## src/cnt_update_map.svh

```systemverilog
// Widths, number ranges, selector codes, reset values and counts for the counter update block
`ifndef CNT_UPDATE_MAP_SVH
`define CNT_UPDATE_MAP_SVH
`define CNT_NUM_CHANNELS 5
`define CNT_NUM_W 3
`define CNT_WORD_W 16
`define CNT_VALUE_W 32
`define CNT_FIRST_NUM 3'h1
`define CNT_LAST_NUM 3'h5
`define CNT_PAIR_A_NUM 3'h1
`define CNT_PAIR_B_NUM 3'h3
`define CNT_SEL_BOTH 2'h0
`define CNT_SEL_FIRST 2'h1
`define CNT_SEL_SECOND 2'h2
`define CNT_RESET_VALUE 32'h0000_0000
`define CNT_RESET_CMP 32'h0000_0000
`endif

```

## src/cnt_update_pkg.sv

```systemverilog
// Types shared by the counter update block
package cnt_update_pkg;
  // Overwrite request: counter number, then low and high words of the new count
  typedef struct packed {
    logic [2:0] counter_num;
    logic [15:0] value_lo;
    logic [15:0] value_hi;
  } overwrite_req_t;
  // Comparison load request: counter number, selector, first and second values
  typedef struct packed {
    logic [2:0] counter_num;
    logic [1:0] selector;
    logic [15:0] first_lo;
    logic [15:0] first_hi;
    logic [15:0] second_lo;
    logic [15:0] second_hi;
  } compare_req_t;
  // Checker verdict for one request
  typedef enum logic [1:0] {
    verdict_idle = 2'b00,
    verdict_accept = 2'b01,
    verdict_reject = 2'b10
  } verdict_t;
endpackage

```

## src/counter_channel.sv

```systemverilog
// One counter channel: running count, two comparison values, match detection
`timescale 1ns/1ps
`default_nettype none
`include "cnt_update_map.svh"
module counter_channel #(
  parameter int VALUE_W = `CNT_VALUE_W
) (
  input wire logic clock,
  input wire logic reset,
  input wire logic count_enable,
  input wire logic load_value,
  input wire logic [VALUE_W-1:0] new_value,
  input wire logic load_first,
  input wire logic load_second,
  input wire logic [VALUE_W-1:0] first_value,
  input wire logic [VALUE_W-1:0] second_value,
  output logic [VALUE_W-1:0] count_r,
  output logic [VALUE_W-1:0] first_r,
  output logic [VALUE_W-1:0] second_r,
  output logic match_r
);
  // Equal comparison values silence the match event
  wire logic cmp_equal;
  // Value the count takes this cycle
  wire logic [VALUE_W-1:0] count_nxt;
  // Raw match against either comparison value
  wire logic hit;

  assign cmp_equal = (first_r == second_r);
  // Overwrite wins over counting, so a load lands even mid-count
  assign count_nxt = load_value ? new_value : (count_enable ? count_r + 1'b1 : count_r);
  assign hit = (count_r == first_r) || (count_r == second_r);

  // Running count
  always_ff @(posedge clock) begin
    if (reset) begin
      count_r <= `CNT_RESET_VALUE;
    end else begin
      count_r <= count_nxt;
    end
  end

  // Comparison values, replaced without pausing the count
  always_ff @(posedge clock) begin
    if (reset) begin
      first_r <= `CNT_RESET_CMP;
      second_r <= `CNT_RESET_CMP;
    end else begin
      if (load_first) begin
        first_r <= first_value;
      end
      if (load_second) begin
        second_r <= second_value;
      end
    end
  end

  // Match event, one cycle per matching count
  always_ff @(posedge clock) begin
    if (reset) begin
      match_r <= 1'b0;
    end else begin
      match_r <= count_enable && hit && !cmp_equal;
    end
  end
endmodule // counter_channel
`default_nettype wire

```

## src/counter_update.sv

```systemverilog
// Counter preset and comparison update path for a bank of counters
//
// Overview of operation
// - Counter number 1-5; two-phase only 1 or 3
// - Overwrite count is 32 bits, low then high
// - Bad counter number: error flag, no change
// - Unconfigured counter input: reject, set error flag
// - Paired partner channel 2 or 4 is rejected
// - Overwrite accepted while counting, takes effect immediately
// - Selector 0 both, 1 first, 2 second
// - Comparison values 32 bits, low then high
// - Any invalid field: error flag, nothing loaded
// - Equal comparison values raise no match
// - Comparison loads accepted mid-count, applied at once
// - Overwrite with zero clears the count
`timescale 1ns/1ps
`default_nettype none
`include "cnt_update_map.svh"
module counter_update #(
  parameter int CHANNELS = `CNT_NUM_CHANNELS,
  parameter int VALUE_W = `CNT_VALUE_W
) (
  input wire logic clock,
  input wire logic reset,
  // Per-channel configuration: input set up as a counter
  input wire logic [CHANNELS-1:0] counter_configured,
  // Channel 1 and channel 3 running two-phase
  input wire logic pair_a_two_phase,
  input wire logic pair_b_two_phase,
  // Per-channel count enable from the counting logic
  input wire logic [CHANNELS-1:0] count_enable,
  // Value overwrite request, one-cycle strobe with its block
  input wire logic overwrite_strobe,
  input wire cnt_update_pkg::overwrite_req_t overwrite_req,
  // Comparison load request, one-cycle strobe with its block
  input wire logic compare_value_load_request,
  input wire cnt_update_pkg::compare_req_t compare_req,
  // Software clears the sticky error flag
  input wire logic error_clear,
  // Sticky error flag and its per-request pulse
  output logic data_error_flag,
  output logic error_condition_bit,
  // Request finished, accepted or rejected
  output logic done_r,
  // Bank state
  output logic [CHANNELS*VALUE_W-1:0] count_values,
  output logic [CHANNELS*VALUE_W-1:0] first_values,
  output logic [CHANNELS*VALUE_W-1:0] second_values,
  output logic [CHANNELS-1:0] match_events
);
  // Sticky error flag
  logic error_r;
  logic error_nxt;
  // One-cycle rejection pulse
  logic reject_r;
  // Verdict of the request in this cycle
  cnt_update_pkg::verdict_t verdict;

  // Decoded overwrite fields
  wire logic [2:0] ow_num;
  wire logic [VALUE_W-1:0] ow_value;
  // Decoded comparison fields
  wire logic [2:0] cp_num;
  wire logic [1:0] cp_sel;
  wire logic [VALUE_W-1:0] cp_first;
  wire logic [VALUE_W-1:0] cp_second;

  assign ow_num = overwrite_req.counter_num;
  // Low word first, high word second
  assign ow_value = {overwrite_req.value_hi, overwrite_req.value_lo};
  assign cp_num = compare_req.counter_num;
  assign cp_sel = compare_req.selector;
  assign cp_first = {compare_req.first_hi, compare_req.first_lo};
  assign cp_second = {compare_req.second_hi, compare_req.second_lo};

  // Only one request is served per cycle; overwrite takes priority
  wire logic take_ow;
  wire logic take_cp;
  assign take_ow = overwrite_strobe;
  assign take_cp = compare_value_load_request && !overwrite_strobe;

  // Number chosen by whichever request is served
  wire logic [2:0] sel_num;
  assign sel_num = take_ow ? ow_num : cp_num;

  // Number in range
  wire logic num_in_range;
  assign num_in_range = (sel_num >= `CNT_FIRST_NUM) && (sel_num <= `CNT_LAST_NUM);

  // Partner channel of a two-phase pair cannot be addressed
  wire logic num_is_partner;
  assign num_is_partner = (pair_a_two_phase && sel_num == `CNT_PAIR_A_NUM + 3'h1) ||
                          (pair_b_two_phase && sel_num == `CNT_PAIR_B_NUM + 3'h1);

  // Target index in the bank, zero when the number is out of range
  wire logic [2:0] sel_idx;
  assign sel_idx = num_in_range ? sel_num - 3'h1 : 3'h0;

  // Counter input set up for counting
  wire logic num_configured;
  assign num_configured = num_in_range && counter_configured[sel_idx];

  // Selector code known
  wire logic sel_valid;
  assign sel_valid = (cp_sel == `CNT_SEL_BOTH) || (cp_sel == `CNT_SEL_FIRST) ||
                     (cp_sel == `CNT_SEL_SECOND);

  // Overall request validity
  wire logic req_ok;
  assign req_ok = num_in_range && num_configured && !num_is_partner &&
                  (take_ow || sel_valid);

  // Which loads fire; nothing fires for a rejected request
  wire logic do_ow;
  wire logic do_first;
  wire logic do_second;
  assign do_ow = take_ow && req_ok;
  assign do_first = take_cp && req_ok && (cp_sel != `CNT_SEL_SECOND);
  assign do_second = take_cp && req_ok && (cp_sel != `CNT_SEL_FIRST);

  // Verdict of this cycle
  always_comb begin
    if (!(take_ow || take_cp)) begin
      verdict = cnt_update_pkg::verdict_idle;
    end else if (req_ok) begin
      verdict = cnt_update_pkg::verdict_accept;
    end else begin
      verdict = cnt_update_pkg::verdict_reject;
    end
  end

  // Error flag: a new rejection wins over a clear in the same cycle
  always_comb begin
    error_nxt = error_r;
    if (error_clear) begin
      error_nxt = 1'b0;
    end
    if (verdict == cnt_update_pkg::verdict_reject) begin
      error_nxt = 1'b1;
    end
  end

  // Flag and pulse registers
  always_ff @(posedge clock) begin
    if (reset) begin
      error_r <= 1'b0;
      reject_r <= 1'b0;
      done_r <= 1'b0;
    end else begin
      error_r <= error_nxt;
      reject_r <= (verdict == cnt_update_pkg::verdict_reject);
      done_r <= (verdict != cnt_update_pkg::verdict_idle);
    end
  end

  assign data_error_flag = error_r;
  assign error_condition_bit = reject_r;

  // One channel per counter, each loaded only when it is the target
  genvar gi;
  generate
    for (gi = 0; gi < CHANNELS; gi++) begin : g_chan
      // Target decode for this channel
      wire logic hit_me;
      assign hit_me = (sel_idx == 3'(gi));
      counter_channel #(
        .VALUE_W(VALUE_W)
      ) u_chan (
        .clock(clock),
        .reset(reset),
        .count_enable(count_enable[gi]),
        .load_value(do_ow && hit_me),
        .new_value(ow_value),
        .load_first(do_first && hit_me),
        .load_second(do_second && hit_me),
        .first_value(cp_first),
        .second_value(cp_second),
        .count_r(count_values[gi*VALUE_W +: VALUE_W]),
        .first_r(first_values[gi*VALUE_W +: VALUE_W]),
        .second_r(second_values[gi*VALUE_W +: VALUE_W]),
        .match_r(match_events[gi])
      );
    end
  endgenerate
endmodule // counter_update
`default_nettype wire

```

## config.mk

```make
export PLATFORM = sky130hd
export DESIGN_NAME = counter_update
export DESIGN_NICKNAME = d
export VERILOG_FILES = /design/src/cnt_update_pkg.sv /design/src/counter_channel.sv /design/src/counter_update.sv
export VERILOG_INCLUDE_DIRS = /design/src /design/src/src
export SDC_FILE = /design/constraint.sdc
export NUM_CORES = 1
export LEC_CHECK = 0
export BUFFER_PORTS_ARGS = -buffer_cell sky130_fd_sc_hd__buf_2
export CAP_MARGIN = 5
export CORE_MARGIN = 2
export CORE_UTILIZATION = 37
export CTS_BUF_LIST = sky130_fd_sc_hd__clkbuf_8
export CTS_CLUSTER_DIAMETER = 80
export CTS_CLUSTER_SIZE = 40
export DETAILED_ROUTE_END_ITERATION = 10
export PLACE_DENSITY = 0.66
export SLEW_MARGIN = 40
export SYNTH_ARGS = -nofsm -noshare
export SYNTH_HDL_FRONTEND = slang
export SYNTH_SLANG_ARGS = --single-unit
```

## constraint.sdc

```tcl
create_clock -name clock -period 5.25 [get_ports clock]
set_input_delay 0 -clock clock [delete_from_list [all_inputs] [get_ports clock]]
set_output_delay 0 -clock clock [all_outputs]
set_load 0.005 [all_outputs]
```

==> results.yml <==
outcome:
  status: "finished, final reports clean"
logic_synthesis:
  synth_top_area_share_pct: 36.47
  yosysMostFrequentCell: "dfxtp_1"
  syn_nets: 3115
  ys.flop_type: "dfxtp_1"
  syn_inst: 2985
  synth_seq_cells: 488
  synth_top_area_cell: "dfxtp_1"
  synth.distinct_cells: 55
  async_flop_share_pct: 0
  yosysSeqAreaShare_pct: 36.47
  synth_common_cells: "dfxtp_1, xnor2_1, nand2b_1"
  synth_area_mm2: 0.02679
  ys_warn_count: 0
  syn_area_per_cell_um2: 8.973
  synth_edf_count: 0
  synth_area_leaders: "dfxtp_1, xnor2_1, mux2i_1, xor2_1, nand2b_1"
cts:
  cts_resized: 0
  tritoncts: "built"
  postCtsSetupBuffers: 0
  cts.sinks: 488
  htree_levels: 2
  clk_latency_ps: 690
  clock-root-buffer: "clkbuf_8"
  cts_max_path_buffers: 3
  clkTransAtPathRegs_ps: 130
  postCtsHoldBufs: 130
  cts_inserted_buffers: 34
power:
  p_switching_mw: 2.311
  clkPwrFrac_pct: 33.4
  p_comb_share_pct: 13.0
  leakagePower_nw: 14.65
  seqPwrFrac_pct: 53.6
  p_sw_share_pct: 32.16
  p_int_mw: 4.874
  power.density_mw_per_mm2: 221.0
  ir_worst_vdd_mv: 0.2170
die:
  initial_core_util_pct: 37.41
  core.rowCount: 98
  top_level_ports: 609
  die_w_um: 273.1
  fp.dieH_um: 273.1
  core-area_mm2: 0.07161
  die-area_mm2: 0.07456
global_routing:
  antenna_found_initial: 10
  first_global_vias: 24080
  grt-ovfl-total: 0
  grt_max_degree: 163
  grt_usage_pct: 36.32
  grt_pass1_wl_um: 190500
setup_path:
  path_max_fanout: 32
  cp.arrival_ps: 4440
  end_kind: "register"
  required_ps: 5790
  crit_type: "in2reg"
  start_kind: "input pin"
finish:
  layoutNonFillerInstCount: 4530
  utilization_pct: 45.40
  syn2layout_area_growth_pct: 21.37
  drive_above_1_share_pct: 20.58
  nets: 3676
timing:
  worst_clock_skew_ps: 48.58
  fmax_ghz: 0.2560
  hold_viol_final: 0
  fin_crit_ps: 3907
  min_period_over_period_pct: 74.41
  slew_viol_final: 0
  setup_viol: 0
  holdWs_ps: 98.46
  rsz0062_at_grt: "false"
  maxSlewHeadroom_pct: 39.89
  finalSetupTns_ps: 0
  tightestPinTransition_ps: 901.7
placed_design:
  dp.cells: 4329
  gp_congestion: 0.9920
  portBuffers: 608
  hpwl_um: 103900
detailed_routing:
  via_per_inst: 5.742
  drt-pass1-iter-count: 8
  routed_wl_um: 141600
  ant_nets: 0
  drt_iter0_drc: 3299
  vias: 26010
  detail_route.wl_per_cell_um: 31.26
  remaining_drc_errors: 0
worst_hold_path:
  min_path_type: "in2reg"
job:
  maxCapViolCount: 0
path summary, 6_finish.rpt:
kind,start,to,slack [ps],cells after the start
min reg2reg,data_error_flag,data_error_flag,470,1
min,counter_configured[0],g_chan[0].u_chan.count_r[6],100,4
max reg2reg,g_chan[4].u_chan.count_r[7],g_chan[4].u_chan.count_r[31],2340,6
max,overwrite_strobe,g_chan[1].u_chan.count_r[19],1340,12
flip-flops by register name (all words and copies together), names as in the netlist:
register                flops
g_chan.u_chan.count_r     160
g_chan.u_chan.first_r     160
g_chan.u_chan.second_r    160
g_chan.u_chan.match_r       5
data_error_flag             1
done_r                      1
error_condition_bit         1
metrics by stage:
step                instance area (um2)  setup WS [ps]  power (mW)
floorplan                         26790           2726       4.295
global placement                  30280           1328       4.766
detailed placement                30320           1355       4.770
CTS                               32460           1489       7.177
global route                      32490           1152       7.368
finish                            32510           1343       7.185
area by class of cell:
class,count,area [um2]
sequential,488,9769
antenna,9,22.52
inverter,13,48.80
clock buffer,35,481.7
clock inverter,26,351.6
tap,950,1189
timing repair buffer,769,4648
fill,7146,39100
multi-input combinational,2240,16000
cell families (layout without fill, tap and decap cells):
kind of cell               after synthesis  in the layout  synth area share [%]
DFF                                    488            488                 36.47
adders and majority gates                9              9                0.4204
muxes                                  266            266                 10.02
xor gates and xnor gates               636            636                 20.80
other                                    0              9                     0
AOI/OAI and AO/OA                      246            246                 6.647
buffers and inverters                  257            843                 4.045
and+or+nand+nor                       1083           1083                 21.60
power groups by stage:
stage                     clock network [mW]  registers, mW  logic (mW)
after floorplan                            0           3.87       0.423
after global placement                     0           3.93       0.839
after detailed placement                   0           3.93       0.842
after CTS                               2.43           3.85       0.904
after global routing                    2.56           3.85       0.957
final                                   2.40           3.85       0.935
layout by cell type (no fill, tap or decap), types with 3 or more instances in the layout:
| cell type | count |
|---|---|
| nand3_2 | 6 |
| clkinv_4 | 4 |
| nand2_1 | 199 |
| buf_12 | 3 |
| nor4_2 | 3 |
| ha_1 | 9 |
| clkinvlp_4 | 3 |
| a211oi_1 | 133 |
| nor4_1 | 63 |
| nand3_1 | 49 |
| clkinv_8 | 5 |
| diode_2 | 9 |
| a221oi_1 | 16 |
| nand2b_1 | 287 |
| mux2i_1 | 263 |
| clkbuf_8 | 35 |
| nor2_1 | 157 |
| a211oi_2 | 10 |
| xor2_1 | 251 |
| inv_16 | 6 |
| nor3_2 | 3 |
| and3_1 | 24 |
| nor3_1 | 105 |
| inv_6 | 3 |
| nor4b_1 | 6 |
| dfxtp_1 | 488 |
| inv_1 | 13 |
| dlygate4sd3_1 | 130 |
| buf_4 | 26 |
| or3_1 | 6 |
| a22oi_1 | 5 |
| nand4_1 | 143 |
| buf_2 | 607 |
| and4_1 | 18 |
| xnor2_1 | 385 |
| a21oi_1 | 66 |
routing by layer:
layer | vias to the layer above | part of all wire [%] | global-route usage, % | routed length, um
met1 | 12680 | 40 | 47.65 | 56890
met2 | 1610 | 43 | 54.61 | 61010
met3 | 371 | 9.6 | 6.977 | 13620
met5 | - | 0.018 | 0 | 26
met4 | 4 | 7.1 | 23.12 | 10070
li1 | 11350 | - | - | -
worst max-delay path, cell delays in order:
cell           delay (ps)
dlygate4sd3_1         530
buf_2                 330
mux2i_2               610
inv_2                 150
ha_1                  240
or3_1                 350
a32o_1                360
o21ai_1               320
o211a_1               800
nand2_1               120
buf_4                 290
a221oi_1              320
Note: power is estimated with default switching activity, not from simulation.
